--- src/include/pms_defs.vh ---
// shared constants for the per-port mode sequencer
`ifndef PMS_DEFS_VH
`define PMS_DEFS_VH

// ==========================================================
// geometry
`define PMS_NPORT        4
`define PMS_DW           8
`define PMS_AW           8
`define PMS_VW           12
`define PMS_CW           3

// ==========================================================
// register offsets
`define PMS_ADDR_EVT     8'h04
`define PMS_ADDR_STAT0   8'h0C
`define PMS_ADDR_PWR     8'h10
`define PMS_ADDR_PIN     8'h11
`define PMS_ADDR_MODE    8'h12
`define PMS_ADDR_DISC    8'h13
`define PMS_ADDR_DCEN    8'h14
`define PMS_ADDR_RSTART  8'h18
`define PMS_ADDR_PWRPB   8'h19
`define PMS_ADDR_RSTPB   8'h1A

// ==========================================================
// field positions
`define PMS_RSTPB_ALL    4
`define PMS_HI_NIB       4

// ==========================================================
// mode codes, two bits per port
`define PMS_MODE_SHUT    2'h0
`define PMS_MODE_MAN     2'h1
`define PMS_MODE_SEMI    2'h2
`define PMS_MODE_AUTO    2'h3

// ==========================================================
// detect status codes
`define PMS_DET_NONE     3'h0
`define PMS_DET_SHORT    3'h1
`define PMS_DET_CAP      3'h2
`define PMS_DET_LOW      3'h3
`define PMS_DET_GOOD     3'h4
`define PMS_DET_HIGH     3'h5
`define PMS_DET_OPEN     3'h6

// ==========================================================
// probe current selection
`define PMS_PROBE_OFF    2'h0
`define PMS_PROBE_I1     2'h1
`define PMS_PROBE_I2     2'h2

// ==========================================================
// signature window, thresholds and timing
`define PMS_R_MIN_K      17
`define PMS_R_MAX_K      29
`define PMS_R_SHORT_K    1
`define PMS_OPEN_MV      4000
`define PMS_TEST_DI_UA   100
`define PMS_CLK_HZ       40000000
`define PMS_T_POINT_MS   100
`define PMS_T_REPEAT_MS  320
`define PMS_T_CLASS_MS   20
`define PMS_INIT_WAIT    3'h7

`endif

--- src/logic/pms_port_mode_sequencer.v ---
// four-port operating-mode sequencer with signature detection
//
// Implementation choices: the address map and the strobed register port.
`timescale 1ns/1ps
`include "pms_defs.vh"

// Behaviour
// - each port runs one of four modes
// - startup strap picks shutdown or automatic mode
// - host rewrites mode anytime, strap ignored
// - manual: nothing autonomous, classify only when told
// - manual: power pushbutton switches power at once
// - semiautomatic: detect, classify, power after host
// - automatic: good signature, classify, then power
// - shutdown: no detect, bits forced zero
// - inrush or overload fault removes power
// - disconnect removes power only when enabled
// - power-off pushbutton removes power in any mode
// - reset pin or global bit restores defaults
// - high strap defaults run ports unattended
// - two test currents, slope from difference
// - 17k to 29k reports code 100
// - out-of-range signatures get distinct codes
// - each point 100ms, cycle 200ms
// - excess capacitance blocks the good code
// - manual detect on restart pushbutton or detect-enable write
// - semiautomatic detection repeats every 320ms
// - good signature triggers classification, keep repeating
// - detect inhibited: shutdown, powered, or disabled
// - mode register loaded from strap level
// - pushbutton low nibble sets, high clears power
// - restart pushbutton: detect low, classify high
module pms_port_mode_sequencer #(
  parameter POINT_CYC  = `PMS_T_POINT_MS * (`PMS_CLK_HZ / 1000),
  parameter REPEAT_CYC = `PMS_T_REPEAT_MS * (`PMS_CLK_HZ / 1000),
  parameter CLASS_CYC  = `PMS_T_CLASS_MS * (`PMS_CLK_HZ / 1000),
  parameter CNT_W      = 24,
  parameter DI_UA      = `PMS_TEST_DI_UA
) (
  // clock and reset
  input  wire                          core_clk,
  input  wire                          rst_n,
  // register port
  input  wire [`PMS_AW-1:0]            reg_addr,
  input  wire [`PMS_DW-1:0]            reg_wdata,
  input  wire                          reg_wr,
  input  wire                          reg_rd,
  output reg  [`PMS_DW-1:0]            reg_rdata,
  // startup strap pin
  input  wire                          strap_auto,
  // analog front-end events, one bit per port
  input  wire [`PMS_NPORT-1:0]         fault_inrush,
  input  wire [`PMS_NPORT-1:0]         fault_overload,
  input  wire [`PMS_NPORT-1:0]         disc_dc,
  input  wire [`PMS_NPORT-1:0]         disc_ac,
  input  wire [`PMS_NPORT-1:0]         probe_cap_high,
  // converter results, packed per port
  input  wire [`PMS_NPORT*`PMS_VW-1:0] probe_volt,
  input  wire [`PMS_NPORT*`PMS_CW-1:0] class_result,
  // port drive outputs
  output wire [`PMS_NPORT-1:0]         port_power,
  output wire [2*`PMS_NPORT-1:0]       probe_pin_sel,
  output wire [`PMS_NPORT-1:0]         class_drive
);

  // ==========================================================
  // local sizes and end points
  localparam NP     = `PMS_NPORT;
  localparam VW     = `PMS_VW;
  localparam CW     = `PMS_CW;
  localparam HN     = `PMS_HI_NIB;
  localparam L_INR  = 1;
  localparam L_OVL  = L_INR + NP;
  localparam L_DDC  = L_OVL + NP;
  localparam L_DAC  = L_DDC + NP;
  localparam L_CAP  = L_DAC + NP;
  localparam L_VOLT = L_CAP + NP;
  localparam L_CLS  = L_VOLT + NP * VW;
  localparam SYN_W  = L_CLS + NP * CW;
  localparam integer END1 = POINT_CYC - 1;
  localparam integer END2 = 2 * POINT_CYC - 1;
  localparam integer BEGC = 2 * POINT_CYC;
  localparam integer ENDC = 2 * POINT_CYC + CLASS_CYC - 1;
  localparam integer ENDR = REPEAT_CYC - 1;
  localparam integer DV_LO_I = `PMS_R_MIN_K * DI_UA;
  localparam integer DV_HI_I = `PMS_R_MAX_K * DI_UA;
  localparam integer DV_SH_I = `PMS_R_SHORT_K * DI_UA;
  localparam integer OPEN_I  = `PMS_OPEN_MV;
  // per-port sequencer states
  localparam [2:0] S_IDLE = 3'h0;
  localparam [2:0] S_DET1 = 3'h1;
  localparam [2:0] S_DET2 = 3'h2;
  localparam [2:0] S_CLS  = 3'h3;
  localparam [2:0] S_WAIT = 3'h4;
  localparam [2:0] S_PWR  = 3'h5;

  // ==========================================================
  // input synchronisers, three flops and an agreement filter
  wire [SYN_W-1:0] syn_raw;           // all outside-domain inputs
  wire [SYN_W-1:0] syn_f;             // filtered, safe to use
  assign syn_raw = {class_result, probe_volt, probe_cap_high, disc_ac,
                    disc_dc, fault_overload, fault_inrush, strap_auto};

  genvar b;
  generate
    for (b = 0; b < SYN_W; b = b + 1) begin : g_sync
      reg s1;                         // metastable stage, read only by s2
      reg s2;
      reg s3;
      reg f;                          // accepted level
      // a change counts once the later two stages agree
      always @(posedge core_clk) begin
        s1 <= syn_raw[b];
        s2 <= s1;
        s3 <= s2;
        if (s2 == s3) begin
          f <= s3;
        end
      end
      assign syn_f[b] = f;
    end
  endgenerate

  wire strap = syn_f[0];              // filtered strap level

  // ==========================================================
  // global reset: pin or reset-all pushbutton
  reg        soft_rst;                // one-cycle reset-all request
  reg  [2:0] init_cnt;                // waits for the strap filter
  reg        init_load;               // loads strap-driven defaults
  wire       rst_all = !rst_n || soft_rst;

  // decoded write strobes
  wire wr_evt    = reg_wr && (reg_addr == `PMS_ADDR_EVT);
  wire wr_mode   = reg_wr && (reg_addr == `PMS_ADDR_MODE);
  wire wr_disc   = reg_wr && (reg_addr == `PMS_ADDR_DISC);
  wire wr_dcen   = reg_wr && (reg_addr == `PMS_ADDR_DCEN);
  wire wr_rstart = reg_wr && (reg_addr == `PMS_ADDR_RSTART);
  wire wr_pwrpb  = reg_wr && (reg_addr == `PMS_ADDR_PWRPB);
  wire wr_rstpb  = reg_wr && (reg_addr == `PMS_ADDR_RSTPB);

  // reset all ports
  // soft reset runs one cycle later so the write itself completes
  always @(posedge core_clk) begin
    if (!rst_n) begin
      soft_rst <= 1'b0;
    end else begin
      soft_rst <= wr_rstpb && reg_wdata[`PMS_RSTPB_ALL];
    end
  end

  // strap-dependent defaults
  // defaults are loaded after the filter has settled, never under reset
  always @(posedge core_clk) begin
    if (rst_all) begin
      init_cnt  <= 3'h0;
      init_load <= 1'b0;
    end else begin
      init_load <= (init_cnt == (`PMS_INIT_WAIT - 3'h1));
      if (init_cnt != `PMS_INIT_WAIT) begin
        init_cnt <= init_cnt + 3'h1;
      end
    end
  end

  // ==========================================================
  // per-port state gathered for readback
  wire [2*NP-1:0] mode_w;
  wire [NP-1:0]   pwr_w;
  wire [NP-1:0]   dcen_w;
  wire [NP-1:0]   acen_w;
  wire [NP-1:0]   deten_w;
  wire [NP-1:0]   clsen_w;
  wire [NP-1:0]   devt_w;
  wire [NP-1:0]   fevt_w;
  wire [8*NP-1:0] stat_w;

  genvar p;
  generate
    for (p = 0; p < NP; p = p + 1) begin : g_port
      reg [1:0]       mode;           // operating mode of this port
      reg             det_en;         // detection enable
      reg             cls_en;         // classification enable
      reg             dc_en;          // dc disconnect enable
      reg             ac_en;          // ac disconnect enable
      reg             pwr_en;         // port power enable
      reg             det_evt;        // detect cycle finished
      reg             flt_evt;        // power removed by event
      reg [2:0]       det_code;       // detect status field
      reg [CW-1:0]    cls_code;       // class status field
      reg [2:0]       state;
      reg [CNT_W-1:0] tmr;            // time since cycle start
      reg             one_shot;       // single commanded cycle
      reg [VW-1:0]    v1;             // first test point
      reg [1:0]       probe_sel;
      reg             cls_drv;
      reg [2:0]       next_code;

      wire [VW-1:0] vin    = syn_f[L_VOLT + p*VW +: VW];
      wire [CW-1:0] cls_in = syn_f[L_CLS + p*CW +: CW];
      wire [VW:0]   dv     = {1'b0, vin} - {1'b0, v1};
      wire shut    = (mode == `PMS_MODE_SHUT);
      wire man     = (mode == `PMS_MODE_MAN);
      wire autom   = (mode == `PMS_MODE_AUTO);
      wire pb_set  = wr_pwrpb && reg_wdata[p];
      wire pb_off  = wr_pwrpb && reg_wdata[p + HN];
      wire port_rst = wr_rstpb && reg_wdata[p];
      wire m_det   = (wr_rstart || wr_dcen) && reg_wdata[p];
      wire m_cls   = (wr_rstart || wr_dcen) && reg_wdata[p + HN];
      wire fault   = syn_f[L_INR + p] || syn_f[L_OVL + p];
      wire disc_hit = pwr_en && ((syn_f[L_DDC + p] && dc_en) ||
                                 (syn_f[L_DAC + p] && ac_en));
      wire clr_port = shut || pb_off || port_rst;
      wire run_ok  = one_shot || (!man && !shut && det_en);
      wire det_end = (state == S_DET2) && (tmr == END2[CNT_W-1:0]) &&
                     run_ok && !shut && !pwr_en;
      wire cls_end = (state == S_CLS) && (tmr == ENDC[CNT_W-1:0]) &&
                     !shut && !pwr_en;
      wire good    = (next_code == `PMS_DET_GOOD);
      wire auto_set = autom && !one_shot &&
                      ((det_end && good && !cls_en) || cls_end);
      // faults and enabled disconnect remove power
      wire off_req = clr_port || fault || disc_hit;
      // manual pushbutton acts regardless of detection
      wire set_req = (pb_set && !shut) || auto_set;

      always @* begin
        next_code = `PMS_DET_GOOD;
        if (vin >= OPEN_I[VW-1:0]) begin
          next_code = `PMS_DET_OPEN;
        end else if (dv[VW] || (dv < DV_SH_I[VW:0])) begin
          next_code = `PMS_DET_SHORT;
        end else if (dv < DV_LO_I[VW:0]) begin
          next_code = `PMS_DET_LOW;
        end else if (dv > DV_HI_I[VW:0]) begin
          next_code = `PMS_DET_HIGH;
        end else if (syn_f[L_CAP + p]) begin
          next_code = `PMS_DET_CAP;
        end
      end

      // configuration, power enable, events and status of this port
      always @(posedge core_clk) begin
        if (rst_all) begin
          mode     <= `PMS_MODE_SHUT;
          det_en   <= 1'b0;
          cls_en   <= 1'b0;
          dc_en    <= 1'b0;
          ac_en    <= 1'b0;
          pwr_en   <= 1'b0;
          det_evt  <= 1'b0;
          flt_evt  <= 1'b0;
          det_code <= `PMS_DET_NONE;
          cls_code <= {CW{1'b0}};
        end else begin
          if (init_load) begin
            mode <= {2{strap}};
          end else if (wr_mode) begin
            mode <= reg_wdata[2*p +: 2];
          end
          // disconnect enables, dc default follows strap
          if (init_load) begin
            dc_en <= strap;
            ac_en <= 1'b0;
          end else if (wr_disc) begin
            dc_en <= reg_wdata[p];
            ac_en <= reg_wdata[p + HN];
          end
          if (init_load) begin
            det_en <= strap;
            cls_en <= strap;
          end else if (clr_port) begin
            det_en <= 1'b0;
            cls_en <= 1'b0;
          end else if (wr_dcen) begin
            det_en <= reg_wdata[p];
            cls_en <= reg_wdata[p + HN];
          end else if (wr_rstart) begin
            if (reg_wdata[p]) begin
              det_en <= 1'b1;
            end
            if (reg_wdata[p + HN]) begin
              cls_en <= 1'b1;
            end
          end
          if (off_req) begin
            pwr_en <= 1'b0;
          end else if (set_req) begin
            pwr_en <= 1'b1;
          end
          // detect event: hardware set beats software clear
          if (clr_port) begin
            det_evt <= 1'b0;
          end else if (det_end) begin
            det_evt <= 1'b1;
          end else if (wr_evt && reg_wdata[p]) begin
            det_evt <= 1'b0;
          end
          // fault event, same precedence
          if (clr_port) begin
            flt_evt <= 1'b0;
          end else if ((fault && pwr_en) || disc_hit) begin
            flt_evt <= 1'b1;
          end else if (wr_evt && reg_wdata[p + HN]) begin
            flt_evt <= 1'b0;
          end
          // status fields
          if (clr_port) begin
            det_code <= `PMS_DET_NONE;
            cls_code <= {CW{1'b0}};
          end else begin
            if (det_end) begin
              det_code <= next_code;
            end
            if (cls_end) begin
              cls_code <= cls_in;
            end
          end
        end
      end

      // detection and classification sequencer
      always @(posedge core_clk) begin
        if (rst_all) begin
          state    <= S_IDLE;
          tmr      <= {CNT_W{1'b0}};
          one_shot <= 1'b0;
          v1       <= {VW{1'b0}};
        end else if (shut || port_rst) begin
          state    <= S_IDLE;
          one_shot <= 1'b0;
        end else if (pwr_en) begin
          // powered ports do not probe
          state    <= S_PWR;
          one_shot <= 1'b0;
        end else if (man && m_det) begin
          state    <= S_DET1;
          tmr      <= {CNT_W{1'b0}};
          one_shot <= 1'b1;
        end else begin
          case (state)
            S_IDLE: begin
              tmr <= {CNT_W{1'b0}};
              if (man && m_cls) begin
                state    <= S_CLS;
                tmr      <= BEGC[CNT_W-1:0];
                one_shot <= 1'b1;
              end else if (!man && det_en) begin
                state    <= S_DET1;
                one_shot <= 1'b0;
              end
            end
            S_DET1: begin
              // first point lasts one point time
              if (!run_ok) begin
                state <= S_IDLE;
              end else begin
                tmr <= tmr + {{(CNT_W-1){1'b0}}, 1'b1};
                if (tmr == END1[CNT_W-1:0]) begin
                  v1    <= vin;
                  state <= S_DET2;
                end
              end
            end
            S_DET2: begin
              if (!run_ok) begin
                state <= S_IDLE;
              end else begin
                tmr <= tmr + {{(CNT_W-1){1'b0}}, 1'b1};
                if (tmr == END2[CNT_W-1:0]) begin
                  if (one_shot) begin
                    state    <= S_IDLE;
                    one_shot <= 1'b0;
                  end else if (good && cls_en) begin
                    state <= S_CLS;
                  end else begin
                    state <= S_WAIT;
                  end
                end
              end
            end
            S_CLS: begin
              tmr <= tmr + {{(CNT_W-1){1'b0}}, 1'b1};
              if (tmr == ENDC[CNT_W-1:0]) begin
                if (one_shot) begin
                  state    <= S_IDLE;
                  one_shot <= 1'b0;
                end else begin
                  state <= S_WAIT;
                end
              end
            end
            S_WAIT: begin
              // cycle restarts at the repeat period
              tmr <= tmr + {{(CNT_W-1){1'b0}}, 1'b1};
              if ((tmr == ENDR[CNT_W-1:0]) || man) begin
                state <= S_IDLE;
              end
            end
            S_PWR: begin
              // power has dropped, go back to probing
              state <= S_IDLE;
            end
            default: begin
              state <= S_IDLE;
            end
          endcase
        end
      end

      // probe current and class drive, one cycle behind the state
      always @(posedge core_clk) begin
        if (rst_all) begin
          probe_sel <= `PMS_PROBE_OFF;
          cls_drv   <= 1'b0;
        end else begin
          probe_sel <= (state == S_DET1) ? `PMS_PROBE_I1 :
                       (state == S_DET2) ? `PMS_PROBE_I2 : `PMS_PROBE_OFF;
          cls_drv   <= (state == S_CLS);
        end
      end

      assign mode_w[2*p +: 2]   = mode;
      assign pwr_w[p]           = pwr_en;
      assign dcen_w[p]          = dc_en;
      assign acen_w[p]          = ac_en;
      assign deten_w[p]         = det_en;
      assign clsen_w[p]         = cls_en;
      assign devt_w[p]          = det_evt;
      assign fevt_w[p]          = flt_evt;
      assign stat_w[8*p +: 8]   = {1'b0, cls_code, 1'b0, det_code};
      assign probe_pin_sel[2*p +: 2] = probe_sel;
      assign class_drive[p]     = cls_drv;
    end
  endgenerate

  assign port_power = pwr_w;

  // ==========================================================
  // read port, data one cycle after the strobe
  wire [`PMS_AW-1:0] st_idx = reg_addr - `PMS_ADDR_STAT0;

  // pushbutton and unmapped addresses read as zero
  always @(posedge core_clk) begin
    if (rst_all) begin
      reg_rdata <= 8'h00;
    end else if (!reg_rd) begin
      reg_rdata <= 8'h00;
    end else if (st_idx < NP) begin
      reg_rdata <= stat_w[st_idx*8 +: 8];
    end else begin
      case (reg_addr)
        `PMS_ADDR_EVT:  reg_rdata <= {fevt_w, devt_w};
        `PMS_ADDR_PWR:  reg_rdata <= {4'h0, pwr_w};
        `PMS_ADDR_PIN:  reg_rdata <= {7'h00, strap};
        `PMS_ADDR_MODE: reg_rdata <= mode_w;
        `PMS_ADDR_DISC: reg_rdata <= {acen_w, dcen_w};
        `PMS_ADDR_DCEN: reg_rdata <= {clsen_w, deten_w};
        default:        reg_rdata <= 8'h00;
      endcase
    end
  end

endmodule

--- config.mk ---
export PLATFORM = sky130hd
export DESIGN_NAME = pms_port_mode_sequencer
export DESIGN_NICKNAME = d
export VERILOG_FILES = /design/src/logic/pms_port_mode_sequencer.v
export VERILOG_INCLUDE_DIRS = /design/src /design/src/include
export SDC_FILE = /design/constraint.sdc
export NUM_CORES = 1
export LEC_CHECK = 0
export BUFFER_PORTS_ARGS = -buffer_cell sky130_fd_sc_hd__buf_4
export CAP_MARGIN = 20
export CORE_ASPECT_RATIO = 0.9
export CORE_MARGIN = 2
export CORE_UTILIZATION = 45
export DETAILED_ROUTE_END_ITERATION = 7
export GPL_TIMING_DRIVEN = 0
export SETUP_SLACK_MARGIN = 0.3
export SLEW_MARGIN = 20
export SYNTH_ARGS = -nofsm -noshare
export SYNTH_HDL_FRONTEND = slang
export SYNTH_SLANG_ARGS = --single-unit
--- constraint.sdc ---
create_clock -name core_clk -period 4.54 [get_ports core_clk]
set_input_delay 1.135 -clock core_clk [delete_from_list [all_inputs] [get_ports core_clk]]
set_output_delay 1.135 -clock core_clk [all_outputs]
set_load 0.02 [all_outputs]
After elaboration in Yosys (flattened, before gate mapping)
Cells that the tools add are included.

storage, ports and cells
  register bits after elaboration = 569
  bits in latches = 0
  bits in writable memories = 0
  ROM bits = 0
  input port bits = 101
  output and inout bits = 24
  logic and storage cells = 1138
  memories = 0

cells by class
  add/sub/neg operators = 10
  multipliers = 0
  div/mod/pow operators = 0
  $lt $le $gt $ge = 17
  eq/ne operators = 196
  shifts and indexed selects = 1
  muxes and demuxes = 202
  bitwise operators = 13
  reductions and logical operators = 299

operators by type and width
  kind                     count
  $pmux W24 S3             4
  $mux W3                  72
  $eq A24 B24 Y1 const B   8
  $mux W24                 8
  $logic_and A1 B1 Y1      124
  $add A24 B1 Y24 const B  4
  $eq A24 B22 Y1 const B   4
  $eq A24 B23 Y1 const B   4
  $mux W1                  92
  $mux W23                 4
  $eq A1 B1 Y1             81
  $reduce_bool A4 Y1       20
  $eq A8 B5 Y1 const B     8
  $pmux W3 S5              4
  $reduce_and A5 Y1        12
  $logic_or A1 B1 Y1       54
  $gt A13 B12 Y1 const B   4
  $lt A13 B11 Y1 const B   4
  $lt A13 B7 Y1 const B    4
  $reduce_or A2 Y1         26
  $sub A12 B12 Y13         4
  $ge A12 B12 Y1 const B   4
  $pmux W8 S6              1
  $ne A5 B5 Y1 const B     8
  31 further kinds         180

Depth between registers and ports, before layout
  word-level depth = 15
  gate-level depth with buffers = 12
  depth with buffers taken out = 12

Least setup slack after synthesis
OpenSTA, ideal clock, no wires.

  path type = register to register
  start point = register g_sync[33].f
  end point = register g_port[1].det_code[0]
  setup time = 0.132 ns
  arrival = 3.181 ns
  data required time = 4.408 ns
  path slack = 1.227 ns
  cell stages (with the launch flop) = 13
  buffers on the path = 0
  cells stage by stage = edfxtp_1 -> inv_1 -> ha_1 -> fa_1 -> nand2b_1 -> a211oi_4 -> o21ai_1 -> xor2_1 -> or3_4 -> or3_4 -> a2111oi_4 -> or3_1 -> a21oi_1

between the ends
  cells in the longest elaborated chain, start to end = 6

ends and longest elaborated chain
  what                    RTL line                       text
  from (decl)             pms_port_mode_sequencer.v:110  reg f;
  from (signal assigned)  pms_port_mode_sequencer.v:117  f <= s3;
  $sub A12 B12 Y13        pms_port_mode_sequencer.v:201  wire [VW:0] dv = {1'b0, vin} - {1'b0, v1};
  $gt A13 B12 Y1          pms_port_mode_sequencer.v:235  end else if (dv > DV_HI_I[VW:0]) begin
  $mux W3                 pms_port_mode_sequencer.v:235
  $mux W3                 pms_port_mode_sequencer.v:233  end else if (dv < DV_LO_I[VW:0]) begin
  $mux W3                 pms_port_mode_sequencer.v:231  end else if (dv[VW] || (dv < DV_SH_I[VW:0])) begin
  $mux W3 *               pms_port_mode_sequencer.v:229  if (vin >= OPEN_I[VW-1:0]) begin
  to (signal assigned)    pms_port_mode_sequencer.v:253  det_code <= `PMS_DET_NONE;
  to (signal assigned)    pms_port_mode_sequencer.v:309  det_code <= `PMS_DET_NONE;
  to (signal assigned)    pms_port_mode_sequencer.v:313  det_code <= next_code;
  to (decl)               pms_port_mode_sequencer.v:189  reg [2:0] det_code;

Mark *: on every way between the ends. The rest lies on a longest branch, timed or not.
A chain may end at the register's enable or synchronous reset.

Final worst setup path
  start point = input reg_addr[5]
  end point = register g_port[0].tmr[10]

between the ends
  cells in the longest elaborated chain, start to end = 7

ends and longest elaborated chain
  what                                                          RTL line                                                      text
  from (decl)                                                   pms_port_mode_sequencer.v:44                                  input wire [`PMS_AW-1:0] reg_addr,
  $eq A8 B5 Y1 (no line)                                        -
  $logic_and A1 B1 Y1 (on tied branches)                        pms_port_mode_sequencer.v:138, pms_port_mode_sequencer.v:137
  $logic_or A1 B1 Y1                                            pms_port_mode_sequencer.v:208                                 wire m_det = (wr_rstart || wr_dcen) && reg_wdata[p];
  $logic_and A1 B1 Y1                                           pms_port_mode_sequencer.v:208
  $logic_and A1 B1 Y1                                           pms_port_mode_sequencer.v:336                                 end else if (man && m_det) begin
  $ne A3 B1 Y1 (no line) or $reduce_bool A4 Y1 (tied branches)  -
  $reduce_and A4 Y1 (no line)                                   -
  to (signal assigned)                                          pms_port_mode_sequencer.v:338                                 tmr <= {CNT_W{1'b0}};
  to (signal assigned)                                          pms_port_mode_sequencer.v:343                                 tmr <= {CNT_W{1'b0}};
  to (signal assigned)                                          pms_port_mode_sequencer.v:346                                 tmr <= BEGC[CNT_W-1:0];
  to (decl)                                                     pms_port_mode_sequencer.v:192                                 reg [CNT_W-1:0] tmr;

Several ways; a longest one is shown, not always the timed one.

==> flow_summary.toml <==
[worst_setup_path]
required_ps = 5030
max_stage_delay_ps = 660
crit_fanout = 10
cp_top_family = "simple AND/OR/NAND/NOR gates"
start_kind = "input pin"
criticalPathCategory = "input pin to flop"
worst-path-buf-inv = 4
rrSetupSlack_ps = 620
crit_path_cell_trace = "buf_4 -> nor4b_2 -> o2111a_1 -> buf_2 -> buf_1 -> nand3_1 -> nand2_1 -> nand2_1 -> nand2_1 -> clkbuf_1 -> nor2_1"
cp_slowest_cell = "nor4b_2"
cp.arrival_ps = 4430
cp_common_cell = "nand2_1"
cp-end-kind = "flop"

[synthesis]
synthCells = 2569
ys_seq_elements = 569
synth_top_cell_by_area = "dfxtp_1"
synth_enable_flop_cells = 81
synthMostInstantiatedCell = "dfxtp_1"
synth_top_area_share = 0.402
synth.net_count = 2733
ys_seq_area_frac = 0.501
yosys-top-cells-count = "dfxtp_1, nor2_1, nand2_1"
ys_types = 101
avgSynthCellArea_sq_um = 9.47
synth-main-ff-cell = "dfxtp_1"
synth_area_sq_um = 24300
ys_warn_count = 0
async_reset_ff_frac = 0
synth_area_leaders = "dfxtp_1, edfxtp_1, nor2_1"

[floorplan]
ios = 125
start_util = 0.457
design.core.area_sq_um = 53300
die_area_sq_um = 56000
fp.dieW_um = 249
die_h_um = 225
std_cell_rows = 80

[drt]
ant_nets = 0
drtIter0Drc = 1718
drtPass1Iterations = 7
drt-wirelength-per-cell_um = 17.1
via_count = 19300
vias_per_cell = 5.51
drt_wl_total_um = 59800
drcViolationCount = 0

[pwr]
leakage_uw = 0.0105
vdd_drop_max_uv = 283
powerDensity_nw_per_um2 = 395

[timing]
tns_ps = 0
fin_crit_sh = 0.868
tightest_slew_ps = 1160
finalHoldViolations = 0
fmax_ghz = 0.254
finalCriticalPeriod_ps = 3940
setup_viol = 0
final_max_slew_viol_count = 0
finClkSkew_ps = 14.3
relSlewSlack = 0.228
rsz0062_at_grt = "false"

[clock_tree]
numClockSinks = 569
cts.repair.resized = 0
cts_buffers = 58
postCtsSetupRepairBufs = 0
htree_levels = 2
cts_tree = "yes"
hold_buffers = 0
ctsRootBufferMaster = "clkbuf_16"
cts.reportedPaths.clkPinSlew_ps = 60
ctsLongestPathBuffers = 3
clk_latency_ps = 630

[global_routing]
grt_max_degree = 17
antenna_found_initial = 1
grtUsageTotal = 0.210
grt_pass1_wl_um = 95000
grt_pass1_vias = 18000
overflow = 0

[cells_and_area]
fill_cells = 4889
fin_nets = 2915
final_design_area_no_fill_sq_um = 28100
syn_to_final_growth_pct = 15.7
final_layout_size_suffix_gt1_frac = 0.107
antenna_cells = 0

[placed_design]
io_buffers = 122
post_dp_cell_area_sq_um = 26100
place_hpwl_um = 44600
gp_congestion = 0.908

[outcome]
status = "completed"

[hold_path]
hold_class = "flop to flop"

[run]
maxCapViolCount = 0
[state kept, by name, indices dropped and copies added, names as in the netlist, 3 cells and up]
register          flops
g_port.state         12
g_port.dc_en          4
g_port.mode           8
g_port.cls_drv        4
g_port.det_evt        4
g_port.v1            48
g_port.cls_en         4
reg_rdata             8
g_port.det_en         4
g_port.ac_en          4
g_port.pwr_en         4
g_sync.s3            81
g_sync.f             81
g_port.probe_sel      8
g_port.det_code      12
init_cnt              3
g_port.one_shot       4
g_port.flt_evt        4
g_port.tmr           96
g_sync.s2            81
g_port.cls_code      12
g_sync.s1            81
[kinds of logic after synthesis]
group / share of synthesized area
AOI/OAI and AO/OA: 0.146
muxes: 0.0316
adders and majority gates: 0.0336
xor gates and xnor gates: 0.0558
buffers and inverters: 0.0337
and+or+nand+nor: 0.198
DFF: 0.501
[cell type report]
class	instances	area, sq um	share of cell area
timing repair buffer	122	916	0.0325
clock buffer	81	1700	0.0604
clock inverter	28	289	0.0103
buffer	111	460	0.0164
inverter	96	360	0.0128
sequential	569	12200	0.434
multi-input combinational	1793	11300	0.403
tap	697	872	0.0310
[placed cells by master (no fill, tap or decap), types with 13 or more instances in the layout]
master / count
inv_1: 95
and2_1: 15
clkbuf_1: 95
nor2b_1: 29
buf_4: 130
dfxtp_1: 488
o21a_1: 21
a211oi_1: 18
clkbuf_16: 60
a21o_1: 22
nand2b_1: 27
nor4_1: 15
o211ai_1: 13
o21ai_0: 102
edfxtp_1: 81
a31oi_1: 29
xor2_1: 48
nand3_1: 103
o22ai_1: 15
a21oi_1: 167
nand4_1: 45
nand2_1: 199
or2_2: 13
mux2i_1: 61
nor3_1: 70
nor2_1: 297
and3_1: 35
or3_1: 26
xnor2_1: 107
ha_1: 59
[power breakdown]
| part | internal [uW] | total (uW) | switching [uW] | leakage [uW] |
|---|---|---|---|---|
| Combinational | 355 | 841 | 486 | 0.00475 |
| Sequential | 5310 | 5430 | 114 | 0.00482 |
| Clock | 2810 | 4850 | 2040 | 0.000976 |
| Total | 8470 | 11100 | 2640 | 0.0105 |
[path summary, 6_finish.rpt]
kind / startpoint / endpoint / depth (start not counted)
max: reg_addr[5] / g_port[0].tmr[10] / 11
min: g_sync[63].s1 / g_sync[63].s2 / 0
max reg2reg: g_sync[33].f / g_port[1].det_code[0] / 12
min reg2reg: g_sync[63].s1 / g_sync[63].s2 / 0
[metal layers]
metal  wire [um]  GRT usage
met1       29500      0.306
met2       25500      0.316
met3        3540     0.0381
met4        1370     0.0670
met5          14          0
[metrics by stage]
stage / instances / power, uW / util / worst slack, ps / hold slack (ps)
after floorplan: 2569 / 6090 / - / 1230 / 310
after global placement: 3388 / 6340 / 0.491 / -175 / 310
after detailed placement: 3388 / 6370 / 0.491 / -175 / 312
after CTS: 3497 / 11200 / 0.528 / 493 / 324
after global routing: 3497 / 11500 / 0.529 / 379 / 330
final: 3497 / 11100 / 0.529 / 600 / 322
Power figures use the tool's default switching activity.
